### config.mk
export PLATFORM = sky130hd
export DESIGN_NAME = low_power_mode_controller
export DESIGN_NICKNAME = d
export VERILOG_FILES = /design/src/rtl/lpm_pkg.sv /design/src/rtl/low_power_mode_controller.sv
export SDC_FILE = /design/constraint.sdc
export NUM_CORES = 1
export LEC_CHECK = 0
export ABC_AREA = 1
export BUFFER_PORTS_ARGS = -buffer_cell sky130_fd_sc_hd__buf_2
export CAP_MARGIN = 20
export CORE_MARGIN = 2
export CORE_UTILIZATION = 45
export DETAILED_ROUTE_END_ITERATION = 7
export GPL_ROUTABILITY_DRIVEN = 0
export GPL_TIMING_DRIVEN = 0
export PLACE_DENSITY = 0.73
export SLEW_MARGIN = 20
export SYNTH_ARGS = -nofsm -noshare
export SYNTH_HDL_FRONTEND = slang
export SYNTH_SLANG_ARGS = --single-unit
### constraint.sdc
create_clock -name clk_i -period 2.1 [get_ports clk_i]
set_clock_uncertainty 0.1 [all_clocks]
set_input_delay 0.21 -clock clk_i [delete_from_list [all_inputs] [get_ports clk_i]]
set_output_delay 0.21 -clock clk_i [all_outputs]
set_load 0.03 [all_outputs]
### src/rtl/lpm_pkg.sv
package lpm_pkg;

   // Register addresses on the plain register port
   localparam logic [3:0] PMC_ADDR = 4'h0;
   localparam logic [3:0] TBC_ADDR = 4'h1;

   // power_mode_control field positions
   localparam int unsigned PMC_HF_OSC_BIT = 7;
   localparam int unsigned PMC_LF_OSC_BIT = 6;
   localparam int unsigned PMC_SYSCLK_SEL_BIT = 5;
   localparam int unsigned PMC_CPU_HALT_BIT = 4;
   localparam int unsigned PMC_TG_HALT_BIT = 2;

   // time_base_control field positions
   localparam int unsigned TBC_ENABLE_BIT = 3;
   localparam int unsigned TBC_SEL_LSB = 0;
   localparam int unsigned TBC_SEL_W = 3;

   // Readable bits of each register, the rest read as zero
   localparam logic [7:0] PMC_READ_MASK = 8'hf4;
   localparam logic [7:0] TBC_READ_MASK = 8'h0f;

   // Values after reset: fast oscillator on, single-clock fast mode
   localparam logic [7:0] PMC_RESET = 8'h80;
   localparam logic [7:0] TBC_RESET = 8'h00;

   // Position of the time base unit in irq_enable_flags
   localparam int unsigned TBT_EF_BIT = 7;

   // Program counter step past the halting instruction
   localparam logic [15:0] PC_RESUME_STEP = 16'h0002;

   // Number of selectable time base source clocks
   localparam int unsigned TBT_SRC_N = 8;

   typedef struct packed {
      logic [3:0] addr;
      logic [7:0] wdata;
      logic wr;
      logic rd;
   } bus_req_s;

   typedef enum logic [1:0] {
      MODE_RUN,
      MODE_CPU_HALT,
      MODE_TG_HALT
   } halt_state_e;

endpackage : lpm_pkg

### src/rtl/low_power_mode_controller.sv
// The register addresses and the address-and-strobe port were left to the implementer.
`timescale 1ns/10ps
`default_nettype none

module low_power_mode_controller
   import lpm_pkg::*;
(
   // Clock and reset
   input wire logic clk_i,
   input wire logic sys_rst_i,
   // Register port
   input wire bus_req_s bus_i,
   output logic [7:0] rdata_o,
   // CPU and interrupt logic
   input wire logic [15:0] instr_addr_i,
   input wire logic master_irq_enable_i,
   input wire logic [7:0] irq_enable_flags_i,
   input wire logic [7:0] irq_pending_i,
   input wire logic wdt_irq_i,
   output logic [15:0] resume_pc_o,
   output logic wake_o,
   output logic wake_service_o,
   output logic tbt_latch_set_o,
   // Pins and clock sources, asynchronous
   input wire logic reset_pin_n_i,
   input wire logic hf_clk_i,
   input wire logic lf_clk_i,
   input wire logic [TBT_SRC_N-1:0] tbt_src_i,
   // Clock control
   output logic cpu_clk_en_o,
   output logic periph_clk_en_o,
   output logic hf_osc_en_o,
   output logic lf_osc_en_o,
   output logic sysclk_lf_o,
   output logic chip_reset_o
);

   // Synchronisers
   logic rst_pin_s1_ff;
   logic rst_pin_s2_ff;
   logic hf_s1_ff;
   logic hf_s2_ff;
   logic lf_s1_ff;
   logic lf_s2_ff;
   logic [TBT_SRC_N-1:0] src_s1_ff;
   logic [TBT_SRC_N-1:0] src_s2_ff;
   logic [TBT_SRC_N-1:0] src_s3_ff;

   // Control state
   halt_state_e state_ff, nxt_state;
   logic [7:0] pmc_ff, nxt_pmc;
   logic [7:0] tbc_ff, nxt_tbc;
   logic [15:0] resume_pc_ff, nxt_resume_pc;
   logic [7:0] rdata_ff, nxt_rdata;
   logic wake_ff, nxt_wake;
   logic service_ff, nxt_service;
   logic tbt_set_ff, nxt_tbt_set;
   logic cpu_run_ff, nxt_cpu_run;
   logic periph_run_ff, nxt_periph_run;
   logic on_lf_ff, nxt_on_lf;
   logic chip_rst_ff, nxt_chip_rst;

   logic pmc_wr;
   logic enter_cpu;
   logic enter_tg;
   logic cpu_wake;
   logic tbt_fall;
   logic tbt_service;
   logic aligned;
   logic osc_bad;
   logic [TBC_SEL_W-1:0] tbt_sel;

   always_ff @(posedge clk_i) begin
      if (sys_rst_i) begin
         rst_pin_s1_ff <= 1'b1;
         rst_pin_s2_ff <= 1'b1;
         hf_s1_ff <= 1'b0;
         hf_s2_ff <= 1'b0;
         lf_s1_ff <= 1'b0;
         lf_s2_ff <= 1'b0;
         src_s1_ff <= '0;
         src_s2_ff <= '0;
         src_s3_ff <= '0;
      end else begin
         rst_pin_s1_ff <= reset_pin_n_i;
         rst_pin_s2_ff <= rst_pin_s1_ff;
         hf_s1_ff <= hf_clk_i;
         hf_s2_ff <= hf_s1_ff;
         lf_s1_ff <= lf_clk_i;
         lf_s2_ff <= lf_s1_ff;
         src_s1_ff <= tbt_src_i;
         src_s2_ff <= src_s1_ff;
         src_s3_ff <= src_s2_ff;
      end
   end

   assign tbt_sel = tbc_ff[TBC_SEL_LSB +: TBC_SEL_W];
   // Sampled edge: release lands up to a few cycles off the true edge
   assign tbt_fall = src_s3_ff[tbt_sel] && !src_s2_ff[tbt_sel];
   assign cpu_wake = |(irq_pending_i & irq_enable_flags_i);
   assign tbt_service = master_irq_enable_i && irq_enable_flags_i[TBT_EF_BIT]
                        && tbc_ff[TBC_ENABLE_BIT];
   // Both clocks low: a switch here cannot cut a pulse short
   assign aligned = !hf_s2_ff && !lf_s2_ff;
   assign osc_bad = (!pmc_ff[PMC_HF_OSC_BIT] && !pmc_ff[PMC_LF_OSC_BIT])
                    || (!pmc_ff[PMC_HF_OSC_BIT] && !pmc_ff[PMC_SYSCLK_SEL_BIT])
                    || (!pmc_ff[PMC_LF_OSC_BIT] && pmc_ff[PMC_SYSCLK_SEL_BIT]);
   assign pmc_wr = bus_i.wr && (bus_i.addr == PMC_ADDR);
   // A pending watchdog interrupt wins over the halt request
   assign enter_cpu = pmc_wr && (state_ff == MODE_RUN) && bus_i.wdata[PMC_CPU_HALT_BIT]
                      && !wdt_irq_i;
   // Both bits at once is illegal; CPU halt takes precedence then
   assign enter_tg = pmc_wr && (state_ff == MODE_RUN) && bus_i.wdata[PMC_TG_HALT_BIT]
                     && !bus_i.wdata[PMC_CPU_HALT_BIT] && !wdt_irq_i;

   always_comb begin
      nxt_state = state_ff;
      nxt_pmc = pmc_ff;
      nxt_tbc = tbc_ff;
      nxt_resume_pc = resume_pc_ff;
      nxt_rdata = 8'h00;
      nxt_wake = 1'b0;
      nxt_service = 1'b0;
      nxt_tbt_set = 1'b0;
      if (pmc_wr) begin
         nxt_pmc[PMC_HF_OSC_BIT] = bus_i.wdata[PMC_HF_OSC_BIT];
         nxt_pmc[PMC_LF_OSC_BIT] = bus_i.wdata[PMC_LF_OSC_BIT];
         nxt_pmc[PMC_SYSCLK_SEL_BIT] = bus_i.wdata[PMC_SYSCLK_SEL_BIT];
      end
      if (bus_i.wr && (bus_i.addr == TBC_ADDR)) begin
         nxt_tbc = bus_i.wdata & TBC_READ_MASK;
      end
      if (enter_cpu) begin
         nxt_pmc[PMC_CPU_HALT_BIT] = 1'b1;
         nxt_state = MODE_CPU_HALT;
         nxt_resume_pc = instr_addr_i + PC_RESUME_STEP;
      end else if (enter_tg) begin
         nxt_pmc[PMC_TG_HALT_BIT] = 1'b1;
         nxt_state = MODE_TG_HALT;
         nxt_resume_pc = instr_addr_i + PC_RESUME_STEP;
         nxt_tbt_set = tbc_ff[TBC_ENABLE_BIT];
      end
      unique case (state_ff)
         MODE_RUN: begin
         end
         MODE_CPU_HALT: begin
            if (cpu_wake) begin
               nxt_pmc[PMC_CPU_HALT_BIT] = 1'b0;
               nxt_state = MODE_RUN;
               nxt_wake = 1'b1;
               nxt_service = master_irq_enable_i;
            end
         end
         MODE_TG_HALT: begin
            if (tbt_fall) begin
               nxt_pmc[PMC_TG_HALT_BIT] = 1'b0;
               nxt_state = MODE_RUN;
               nxt_wake = 1'b1;
               nxt_service = tbt_service;
            end
         end
      endcase
      if (bus_i.rd) begin
         if (bus_i.addr == PMC_ADDR) begin
            nxt_rdata = pmc_ff & PMC_READ_MASK;
         end else if (bus_i.addr == TBC_ADDR) begin
            nxt_rdata = tbc_ff & TBC_READ_MASK;
         end
      end
      nxt_cpu_run = (nxt_state == MODE_RUN);
      nxt_periph_run = (nxt_state != MODE_TG_HALT);
   end

   always_comb begin
      nxt_on_lf = on_lf_ff;
      // Keeps the current clock until the edges line up
      if (aligned) begin
         nxt_on_lf = pmc_ff[PMC_SYSCLK_SEL_BIT];
      end
      nxt_chip_rst = !rst_pin_s2_ff || osc_bad;
   end

   always_ff @(posedge clk_i) begin
      if (sys_rst_i) begin
         chip_rst_ff <= 1'b0;
      end else begin
         chip_rst_ff <= nxt_chip_rst;
      end
   end

   // The chip reset clears this block like the system reset does
   always_ff @(posedge clk_i) begin
      if (sys_rst_i || chip_rst_ff) begin
         state_ff <= MODE_RUN;
         pmc_ff <= PMC_RESET;
         tbc_ff <= TBC_RESET;
         resume_pc_ff <= 16'h0000;
         rdata_ff <= 8'h00;
         wake_ff <= 1'b0;
         service_ff <= 1'b0;
         tbt_set_ff <= 1'b0;
         cpu_run_ff <= 1'b1;
         periph_run_ff <= 1'b1;
         on_lf_ff <= 1'b0;
      end else begin
         state_ff <= nxt_state;
         pmc_ff <= nxt_pmc;
         tbc_ff <= nxt_tbc;
         resume_pc_ff <= nxt_resume_pc;
         rdata_ff <= nxt_rdata;
         wake_ff <= nxt_wake;
         service_ff <= nxt_service;
         tbt_set_ff <= nxt_tbt_set;
         cpu_run_ff <= nxt_cpu_run;
         periph_run_ff <= nxt_periph_run;
         on_lf_ff <= nxt_on_lf;
      end
   end

   assign rdata_o = rdata_ff;
   assign resume_pc_o = resume_pc_ff;
   assign wake_o = wake_ff;
   assign wake_service_o = service_ff;
   assign tbt_latch_set_o = tbt_set_ff;
   assign cpu_clk_en_o = cpu_run_ff;
   assign periph_clk_en_o = periph_run_ff;
   assign hf_osc_en_o = pmc_ff[PMC_HF_OSC_BIT];
   assign lf_osc_en_o = pmc_ff[PMC_LF_OSC_BIT];
   assign sysclk_lf_o = on_lf_ff;
   assign chip_reset_o = chip_rst_ff;

   a_cpu_halt_gate: assert property (@(posedge clk_i) disable iff (sys_rst_i || chip_rst_ff)
      (state_ff == MODE_CPU_HALT) |-> (!cpu_clk_en_o && periph_clk_en_o))
      else $error("cpu halt clock gating wrong");

   a_tg_halt_gate: assert property (@(posedge clk_i) disable iff (sys_rst_i || chip_rst_ff)
      (state_ff == MODE_TG_HALT) |-> (!cpu_clk_en_o && !periph_clk_en_o))
      else $error("timing generator halt gating wrong");

   a_resume_pc_step: assert property (@(posedge clk_i) disable iff (sys_rst_i || chip_rst_ff)
      (enter_cpu || enter_tg) |=> (resume_pc_o == $past(instr_addr_i) + PC_RESUME_STEP))
      else $error("resume address not two ahead");

   a_cpu_halt_entry: assert property (@(posedge clk_i) disable iff (sys_rst_i || chip_rst_ff)
      enter_cpu |=> (state_ff == MODE_CPU_HALT) && pmc_ff[PMC_CPU_HALT_BIT])
      else $error("cpu halt not entered");

   a_cpu_release_clr: assert property (@(posedge clk_i) disable iff (sys_rst_i || chip_rst_ff)
      (state_ff == MODE_CPU_HALT) && cpu_wake |=>
      !pmc_ff[PMC_CPU_HALT_BIT] && (state_ff == MODE_RUN) && $stable(sysclk_lf_o))
      else $error("cpu halt release incomplete");

   a_masked_wake: assert property (@(posedge clk_i) disable iff (sys_rst_i || chip_rst_ff)
      (state_ff == MODE_CPU_HALT) && cpu_wake && !master_irq_enable_i |=>
      wake_o && !wake_service_o)
      else $error("masked wake serviced");

   a_unmasked_wake: assert property (@(posedge clk_i) disable iff (sys_rst_i || chip_rst_ff)
      (state_ff == MODE_CPU_HALT) && cpu_wake && master_irq_enable_i |=>
      wake_o && wake_service_o ##1 !wake_o)
      else $error("unmasked wake not serviced");

   a_wdt_blocks_halt: assert property (@(posedge clk_i) disable iff (sys_rst_i || chip_rst_ff)
      pmc_wr && (state_ff == MODE_RUN) && wdt_irq_i |=> (state_ff == MODE_RUN))
      else $error("halt entered despite watchdog interrupt");

   a_tbt_latch_set: assert property (@(posedge clk_i) disable iff (sys_rst_i || chip_rst_ff)
      enter_tg |=> (tbt_latch_set_o == $past(tbc_ff[TBC_ENABLE_BIT])))
      else $error("tbt latch not set on entry");

   a_tg_release: assert property (@(posedge clk_i) disable iff (sys_rst_i || chip_rst_ff)
      (state_ff == MODE_TG_HALT) && tbt_fall |=>
      (state_ff == MODE_RUN) && !pmc_ff[PMC_TG_HALT_BIT] && wake_o
      && (wake_service_o == $past(tbt_service)))
      else $error("timing generator halt release wrong");

   a_osc_reset: assert property (@(posedge clk_i) disable iff (sys_rst_i)
      osc_bad |=> chip_reset_o ##1 !osc_bad)
      else $error("oscillator fault reset missing");

   a_pin_reset: assert property (@(posedge clk_i) disable iff (sys_rst_i)
      !rst_pin_s2_ff |=> chip_reset_o ##1 (state_ff == MODE_RUN) && !sysclk_lf_o)
      else $error("reset pin not honoured");

   a_clk_switch_aligned: assert property (@(posedge clk_i) disable iff (sys_rst_i || chip_rst_ff)
      (sysclk_lf_o != $past(sysclk_lf_o)) && !$past(chip_rst_ff) |-> $past(aligned))
      else $error("clock select changed off alignment");

endmodule : low_power_mode_controller

`default_nettype wire

**Word-level counts from Yosys, hierarchy flattened**

Index checks and enable logic that the tools add are counted.

- Register bits after elaboration: 72
- Input port bits: 61
- Output and inout bits: 33
- Word-level logic and storage cells: 95

- Add/sub/neg operators: 1
- $lt $le $gt $ge: 1
- Equality and inequality tests: 4
- Muxes and demuxes: 26
- Bitwise gates (word level): 4
- Reduce and logical (&&, ||, !) cells: 36

Operator list:

| kind | count |
|---|---|
| two-way mux 16 bit | 2 |
| adder 16 x 2 -> 16 bit, second input constant | 1 |
| logical AND 1 bit | 15 |
| two-way mux 1 bit | 13 |
| logical NOT 1 bit | 9 |
| AND 8 bit | 1 |
| two-way mux 2 bit | 4 |
| two-way mux 8 bit | 1 |
| OR reduction 8 bit | 1 |
| binary-select mux 1 bit (select 3 bit) | 2 |
| equality test 4 x 1 -> 1 bit, second input constant | 1 |
| logical NOT 2 bit | 2 |
| logical NOT 4 bit | 1 |
| logical OR 1 bit | 4 |
| < comparator 3 x 4 -> 1 bit, second input constant | 1 |
| two-way mux 4 bit | 1 |
| case mux 1 bit (2 select lines) | 2 |
| case mux 2 bit (2 select lines) | 1 |
| OR reduction 4 bit | 1 |
| inverter 1 bit | 3 |
| OR reduction 3 bit | 1 |
| equality test 2 x 1 -> 1 bit, second input constant | 1 |
| equality test 2 bit, second input constant | 1 |
| != test 2 bit, second input constant | 1 |
| 2 further kinds | 2 |

**Longest topological paths before layout**

Gate-level depths: netlist of run 1.

- Word-level depth: 11
- Depth in mapped cells: 9
- Gate-level depth less buffers: 9

**Least setup slack after synthesis of run 1**

OpenSTA, ideal clock, no wires.

- Path kind: register to register
- From: reg state_ff[0]
- To: reg resume_pc_ff[0], in the netlist resume_pc_o[0]
- Library setup time: 0.116 ns
- Arrival time: 1.135 ns
- Data required time: 1.884 ns
- Slack: 0.749 ns
- Stages on the path, launching flop included: 8
- Path buffers: 1
- Period minus slack after synthesis: 1.351 ns
- Cells stage by stage: dfxtp_1 > inv_1 > ha_1 > nand3_2 > nand2_4 > buf_8 > o21ai_0 > nor2_1

- Cells in the longest elaborated chain, start to end: 6
- Elaborated cells between the ends (all ways): 9
- Classes of those cells: mux (1); reduce/logical (8)

Ends and longest elaborated chain:

| element | RTL line | RTL |
|---|---|---|
| from (decl) | low_power_mode_controller.sv:50 | `halt_state_e state_ff, nxt_state;` |
| from (signal assigned) | low_power_mode_controller.sv:206 | `state_ff <= nxt_state;` |
| logical NOT 2 bit (*) | low_power_mode_controller.sv:110, low_power_mode_controller.sv:113 |  |
| logical AND 1 bit (*) | low_power_mode_controller.sv:110, low_power_mode_controller.sv:113 |  |
| logical AND 1 bit | low_power_mode_controller.sv:113 | `assign enter_tg = pmc_wr && (state_ff == MODE_RUN) && bus_i.wdata[PMC_TG_HALT_BIT]` |
| logical AND 1 bit (2 in a row) | low_power_mode_controller.sv:114 | `&& !bus_i.wdata[PMC_CPU_HALT_BIT] && !wdt_irq_i;` |
| nonzero test 2 bit (no source line) | -- |  |
| to (signal assigned) | low_power_mode_controller.sv:209 | `resume_pc_ff <= nxt_resume_pc;` |
| to (decl) | low_power_mode_controller.sv:53 | `logic [15:0] resume_pc_ff, nxt_resume_pc;` |

Every way passes the cells marked *; elsewhere a longest branch is shown, timed or not.
A chain may end at the register's enable or synchronous reset.

**Worst setup path in the final report of run 1**

- From: in instr_addr_i[1]
- To: reg resume_pc_ff[11], in the netlist resume_pc_o[11]

- Cells in the longest elaborated chain, start to end: 3

Ends and longest elaborated chain:

| element | RTL line | RTL |
|---|---|---|
| from (decl) | low_power_mode_controller.sv:15 | `input wire logic [15:0] instr_addr_i,` |
| adder 16 x 2 -> 16 bit (*) | low_power_mode_controller.sv:136, low_power_mode_controller.sv:140 |  |
| two-way mux 16 bit | low_power_mode_controller.sv:137 | `end else if (enter_tg) begin` |
| two-way mux 16 bit (*) | low_power_mode_controller.sv:133 | `if (enter_cpu) begin` |

Every way passes the cells marked *; elsewhere a longest branch is shown, timed or not. The select of a mux whose other input is x is not followed.

==> results of run 1 <==
-- final cells by class --
cell class,count,area (um^2)
plain buffers,8,60.1
clock buffers,10,128
clock inverters,4,47.5
fillers,567,2320
inverters,54,203
multi-input cells,211,1070
flip-flops and latches,72,1440
well taps,75,93.8
repair buffers,106,596
-- cell usage after synthesis, drive strengths merged --
cell | instances | share of area
nand3b | 1 | 0.0027
xor2 | 10 | 0.032
nor3 | 5 | 0.0090
and2 | 2 | 0.0045
nor3b | 1 | 0.0027
dfxtp | 72 | 0.52
a21oi | 26 | 0.054
o21ai | 25 | 0.046
clkbuf | 4 | 0.0054
nand2 | 40 | 0.057
ha | 4 | 0.018
xnor2 | 1 | 0.0032
nor2 | 61 | 0.085
nor4b | 1 | 0.0032
nand3 | 29 | 0.058
buf | 4 | 0.016
or2 | 3 | 0.0068
inv | 54 | 0.073
nand4 | 1 | 0.0023
o22ai | 1 | 0.0023
-- through the flow --
stage          hold WS [ps]  power, mW   util  cells
6_report               18.0       2.64  0.611    540
4_1_cts                13.5       2.67  0.611    540
3_5_place_dp            295       1.65  0.560    513
3_3_place_gp            290       1.64  0.560    513
5_1_grt                17.0       2.75  0.611    540
2_1_floorplan           200       1.55      -    345
-- per-layer routing --
layer  vias to the layer above  GRT usage  routed length, um
met2                        88      0.326               2890
met1                      1119      0.226               2740
met4                         0     0.0869                106
li1                       1316          -                  -
met5                         -          0                  0
met3                        11     0.0348                405
-- cell families (layout without fill, tap and decap cells) --
group,count (synthesis),count (layout),synth area share
AO/OA/AOI/OAI,52,52,0.102
XOR/XNOR,11,11,0.0347
adder cells (fa/ha/maj),4,4,0.0180
buffers and inverters,62,182,0.0947
flip-flops,72,72,0.519
AND/OR/NAND/NOR,144,144,0.231
-- registers in the layout (all words and copies together), names as in the netlist, 2 cells and up --
register,count
src_s1_ff,8
src_s2_ff,8
rdata_o,8
state_ff,2
pmc_ff,5
resume_pc_o,16
tbc_ff,4
src_s3_ff,8
-- power groups by stage --
stage,clock network (mW),registers (mW),logic [mW]
3_3_place_gp,0,1.44,0.205
6_report,1.00,1.41,0.229
4_1_cts,1.03,1.41,0.230
5_1_grt,1.08,1.41,0.258
2_1_floorplan,0,1.45,0.102
3_5_place_dp,0,1.44,0.210
-- worst max-delay path by stage --
stage                                               to  slack [ps]  cells after the start
after detailed placement  resume_pc_o[13]$_SDFFE_PP0P_         480                      9
after floorplan            resume_pc_o[0]$_SDFFE_PP0P_         750                      7
after CTS                 resume_pc_o[11]$_SDFFE_PP0P_         390                      9
final                     resume_pc_o[11]$_SDFFE_PP0P_         390                      9
after global placement    resume_pc_o[13]$_SDFFE_PP0P_         510                      9
after global routing      resume_pc_o[15]$_SDFFE_PP0P_         210                     11
-- critical path, delay by kind of cell --
family | cells | cell delay, ps
buf+inv | 3 | 740
simple gates | 3 | 430
xor+xnor | 1 | 180
fa+ha+maj | 1 | 170
compound gates | 1 | 90
==> results.md, run 1 <==
* final number of hold-violating endpoints: 0
* wire length of the first global-routing pass: 9610 um
* Synth Register Bits: 72
* total inserted antenna cells: 0
* setup slack of the worst register-to-register path: 600 ps
* required time of the critical path: 2220 ps
* share of cells above drive strength 1: 0.267
* post-placement worst setup slack: 478 ps
* combinational power share: 0.087
* number of endpoints failing setup at the final stage: 0
* post-CTS sizing: 0
* GRT Util Overall: 0.188
* number of maximum-capacitance violations: 0
* Psw: 0.609 mW
* H-tree lvl count: 3
* insertion delay to the later sink of the worst-skew pair: 330 ps
* antenna violations before repair: 0
* I/O pin cnt: 94
* static leakage: 1.73 nW
* Post-Syn Instances: 345
* WHS Path Cells: 3
* clock sink count: 72
* Synth Cell Area: 2780 um^2
* Core ar.: 5960 um^2
* largest fanout on the critical path: 3
* clock-pin slew reported for the worst setup and hold paths after clock tree synthesis: 70 ps
* yosys warns: 0
* Net Count, Synth: 410
* Max Root-Sink Buffers: 2
* actual transition at the worst max-transition pin: 494 ps
* cell-internal power: 2.03 mW
* Finished Cell Area: 3640 um^2
* number of I/O port buffers: 93
* type of the most critical hold path: in2reg
* R2R cell count: 7
* Max-slew headroom: 0.670
* Antenna Nets Post-Route: 0
* final net count: 527
* Clock Tree Root: sky130_fd_sc_hd__clkbuf_8
* post-detailed-placement cell area: 3330 um^2
* worst reg2reg endpoint: resume_pc_o[0]$_SDFFE_PP0P_
* Die Width: 82.5 um
* number of vias per cell: 4.69
* number of vias in the routed layout: 2,534
* Fmax achieved: 585 MHz
* Worst Min Path Start: instr_addr_i[0]
* count of unique library cells instantiated by Yosys: 28
* number of DRC violations after detailed-routing iteration 0: 122
* starting density of the core: 0.466
* area overhead of the layout relative to synthesis: 31.2%
* cts hold-fix bufs: 13
* kind of critical path: in2reg
* number of buffers inserted to repair setup after CTS: 0
* count of standard-cell rows: 28
* Routed WL: 6140 um
* number of optimization iterations in the first detailed-route pass: 4
* die footprint: 6810 um^2
* final clock period utilization by the worst path: 0.814
* setup TNS after final layout: 0 ps
* total power density per cell area: 726 nW/um^2
* most common cell after layout, fill and taps aside: sky130_fd_sc_hd__buf_2
* count of final max-slew check failures: 0
* clock tree from TritonCTS: built
* nature of the critical path startpoint: primary input
* commonest cells after routing, fill and taps aside: sky130_fd_sc_hd__buf_2 (95), sky130_fd_sc_hd__dfxtp_1 (72), sky130_fd_sc_hd__nor2_1 (60), sky130_fd_sc_hd__inv_1 (54), sky130_fd_sc_hd__nand2_1 (39)
* pin count of the biggest net entering global routing: 12
* relative contribution of sequential cells to total power: 0.533
* mean routed wirelength per cell: 11.4 um
* standard cell with the maximum stage delay on the critical path: sky130_fd_sc_hd__dlygate4sd3_1
* remaining design rule violation count: 0
* sequential area share after synthesis: 0.519
* dpl hpwl: 4520 um
* endpoint type of the worst setup path: flip-flop
* Congestion Overflow GR: 0
* post-synthesis area per instance: 8.04 um^2
* CP Launch Point: instr_addr_i[1]
* worst path arrival time: 1830 ps
* hold worst-path end: resume_pc_o[0]$_SDFFE_PP0P_
* worst setup slack after layout: 390 ps
* CTS Buf Count: 9
* shortest period the worst path allows: 1710 ps
* delay contributed by the slowest stage of the critical path: 510 ps
* setup repair after global routing missed its margin: false
* via count of the first global-routing pass: 2,259
* net switching fraction of the power: 0.231
* cell breakdown of the critical path: dlygate4sd3_1 > buf_2 > ha_1 > nand3_1 > inv_1 > nand2_1 > nor2_1 > xnor2_1 > a21oi_1
* Critical R2R Launch: state_ff[0]$_SDFF_PP0_
* vertical die dimension: 82.5 um
* Max IR drop VDD: 0.560 mV
* status: finished, final reports clean
* clock network power share: 0.380
Power figures use the tool's default switching activity.
==> run 2: changes to the inputs <==
==> constraint.sdc (replaced) <==
create_clock -name clk_i -period 1.6 [get_ports clk_i]
set_clock_uncertainty 0.1 [all_clocks]
set_input_delay 0.16 -clock clk_i [delete_from_list [all_inputs] [get_ports clk_i]]
set_output_delay 0.16 -clock clk_i [all_outputs]
set_load 0.03 [all_outputs]
==> run 2 against run 1 <==
  * Total power grew 32%
  * Final area grew 1.9%
  * Critical path type is now reg2reg
  * Highest routed layer unchanged
  * Sequential share of layout area is 0.73 points lower
  * Non-clock buffer count is 5 higher
  * Clock-buffer cell count unchanged
  * Combinational power is 35% higher
  * First-iteration DRC count rose by 19%
  * Critical path depth fell by 2
  * Routed wire length increased by 3.3%
  * Clock power grew 32%
==> results.md, run 2 (synthesis results as in run 1) <==
* status: finished, final reports clean
* Psw: 0.803 mW
* starting density of the core: 0.466
* required time of the critical path: 1720 ps
* commonest cells after routing, fill and taps aside: sky130_fd_sc_hd__buf_2 (95), sky130_fd_sc_hd__dfxtp_1 (72), sky130_fd_sc_hd__nor2_1 (60), sky130_fd_sc_hd__inv_1 (54), sky130_fd_sc_hd__nand2_1 (39)
* worst path arrival time: 1600 ps
* most common cell after layout, fill and taps aside: sky130_fd_sc_hd__buf_2
* clock tree from TritonCTS: built
* dpl hpwl: 4520 um
* vertical die dimension: 82.5 um
* insertion delay to the later sink of the worst-skew pair: 330 ps
* die footprint: 6810 um^2
* remaining design rule violation count: 0
* Critical R2R Launch: state_ff[1]$_SDFF_PP0_
* Max-slew headroom: 0.673
* routed length on met1: 2830 um
* net switching fraction of the power: 0.231
* Routed WL: 6350 um
* pin count of the biggest net entering global routing: 12
* Antenna Nets Post-Route: 0
* WHS Path Cells: 3
* number of I/O port buffers: 93
* type of the most critical hold path: in2reg
* total power density per cell area: 937 nW/um^2
* combinational power share: 0.089
* number of vias per cell: 4.71
* clock network power share: 0.379
* shortest period the worst path allows: 1480 ps
* final number of hold-violating endpoints: 0
* largest fanout on the critical path: 6
* Finished Cell Area: 3710 um^2
* kind of critical path: reg2reg
* number of optimization iterations in the first detailed-route pass: 5
* Congestion Overflow GR: 0
* setup TNS after final layout: 0 ps
* flip-flop count of the largest register, all copies and words added: 16
* clock sink count: 72
* antenna violations before repair: 0
* Clock Tree Root: sky130_fd_sc_hd__clkbuf_8
* CTS Buf Count: 9
* endpoint type of the worst setup path: flip-flop
* met3 wire len: 431 um
* hold worst-path end: pmc_ff[5]$_SDFFE_PP0N_
* nature of the critical path startpoint: flip-flop
* number of vias in the routed layout: 2,572
* number of endpoints failing setup at the final stage: 0
* number of DRC violations after detailed-routing iteration 0: 145
* setup slack of the worst register-to-register path: 120 ps
* count of final max-slew check failures: 0
* Core ar.: 5960 um^2
* non-filler cells, final: 546
* post-detailed-placement cell area: 3330 um^2
* Worst Min Path Start: bus_i[7]
* setup repair after global routing missed its margin: false
* H-tree lvl count: 3
* I/O pin cnt: 94
* count of standard-cell rows: 28
* share of cells above drive strength 1: 0.272
* wire length of the first global-routing pass: 9650 um
* actual transition at the worst max-transition pin: 490 ps
* Die Width: 82.5 um
* Top Metal Used: met4
* Max IR drop VDD: 0.735 mV
* worst reg2reg endpoint: resume_pc_o[13]$_SDFFE_PP0P_
* clock-pin slew reported for the worst setup and hold paths after clock tree synthesis: 70 ps
* fill count: 556
* final clock period utilization by the worst path: 0.926
* number of maximum-capacitance violations: 0
* via count of the first global-routing pass: 2,277
* static leakage: 1.76 nW
* Max Root-Sink Buffers: 2
* mean routed wirelength per cell: 11.6 um
* relative contribution of sequential cells to total power: 0.531
* cell-internal power: 2.67 mW
* Fmax achieved: 675 MHz
* R2R cell count: 7
* GRT Util Overall: 0.188
* final net count: 533
* dpl cells: 513
* area overhead of the layout relative to synthesis: 33.6%
* total inserted antenna cells: 0
* Detail Route met2 WL: 3000 um
==> run 2: cell type report <==
type | instances | area, um^2 | share of cell area
Multi-Input combinational cell | 212 | 1090 | 0.295
Clock buffer | 10 | 128 | 0.0344
Timing Repair Buffer | 111 | 641 | 0.173
Sequential cell | 72 | 1440 | 0.389
Clock inverter | 4 | 47.5 | 0.0128
Buffer | 8 | 60.1 | 0.0162
Inverter | 54 | 203 | 0.0547
Tap cell | 75 | 93.8 | 0.0253
==> run 2: repair_timing <==
action / 4_1_cts / 5_1_grt
setup buffers: 0 / 2
hold endpoints to repair: 16 / 0
hold buffers: 16 / 0
resized for setup: 0 / 4
setup endpoints to repair: 0 / 5
==> run 2: metal layers <==
| layer | vias to the layer above | track usage |
|---|---|---|
| met2 | 77 | 0.327 |
| li1 | 1328 | - |
| met3 | 8 | 0.0370 |
| met5 | - | 0 |
| met1 | 1159 | 0.224 |
| met4 | 0 | 0.0869 |
==> run 2: worst max-delay path by stage <==
| stage | start | slack (ps) | depth (start not counted) | endpoint |
|---|---|---|---|---|
| floorplan | state_ff[0]$_SDFF_PP0_ | 250 | 7 | resume_pc_o[0]$_SDFFE_PP0P_ |
| global placement | bus_i[13] | 60 | 9 | resume_pc_o[13]$_SDFFE_PP0P_ |
| detailed placement | bus_i[13] | 30 | 9 | resume_pc_o[13]$_SDFFE_PP0P_ |
| CTS | state_ff[0]$_SDFF_PP0_ | 90 | 7 | resume_pc_o[15]$_SDFFE_PP0P_ |
| global route | chip_reset_o$_SDFF_PP0_ | 30 | 4 | resume_pc_o[1]$_SDFFE_PP0P_ |
| finish | state_ff[1]$_SDFF_PP0_ | 120 | 7 | resume_pc_o[13]$_SDFFE_PP0P_ |
==> run 2: per-stage QoR <==
| stage | utilization | setup WS (ps) | hold slack [ps] | power [mW] |
|---|---|---|---|---|
| after floorplan | - | 249 | 150 | 2.04 |
| after global placement | 0.560 | 61.9 | 255 | 2.16 |
| after detailed placement | 0.560 | 28.2 | 251 | 2.16 |
| after CTS | 0.616 | 87.4 | 9.12 | 3.51 |
| after global routing | 0.623 | 28.9 | 26.6 | 3.61 |
| final | 0.623 | 118 | 18.0 | 3.48 |
==> run 2: power groups by stage <==
| stage | clock [mW] | combinational [mW] | sequential (mW) |
|---|---|---|---|
| 2_1_floorplan | 0 | 0.133 | 1.90 |
| 3_3_place_gp | 0 | 0.269 | 1.89 |
| 3_5_place_dp | 0 | 0.275 | 1.89 |
| 4_1_cts | 1.35 | 0.307 | 1.85 |
| 5_1_grt | 1.41 | 0.348 | 1.85 |
| 6_report | 1.32 | 0.310 | 1.85 |
==> run 2: worst max-delay path, stage by stage, from the launching register on <==
cell and delay [ps]:
sky130_fd_sc_hd__dfxtp_1 330, sky130_fd_sc_hd__inv_1 100, sky130_fd_sc_hd__ha_2 250, sky130_fd_sc_hd__nand3_4 140, sky130_fd_sc_hd__nand2_4 160, sky130_fd_sc_hd__inv_1 130
sky130_fd_sc_hd__nor2_1 120, sky130_fd_sc_hd__nor2_1 50
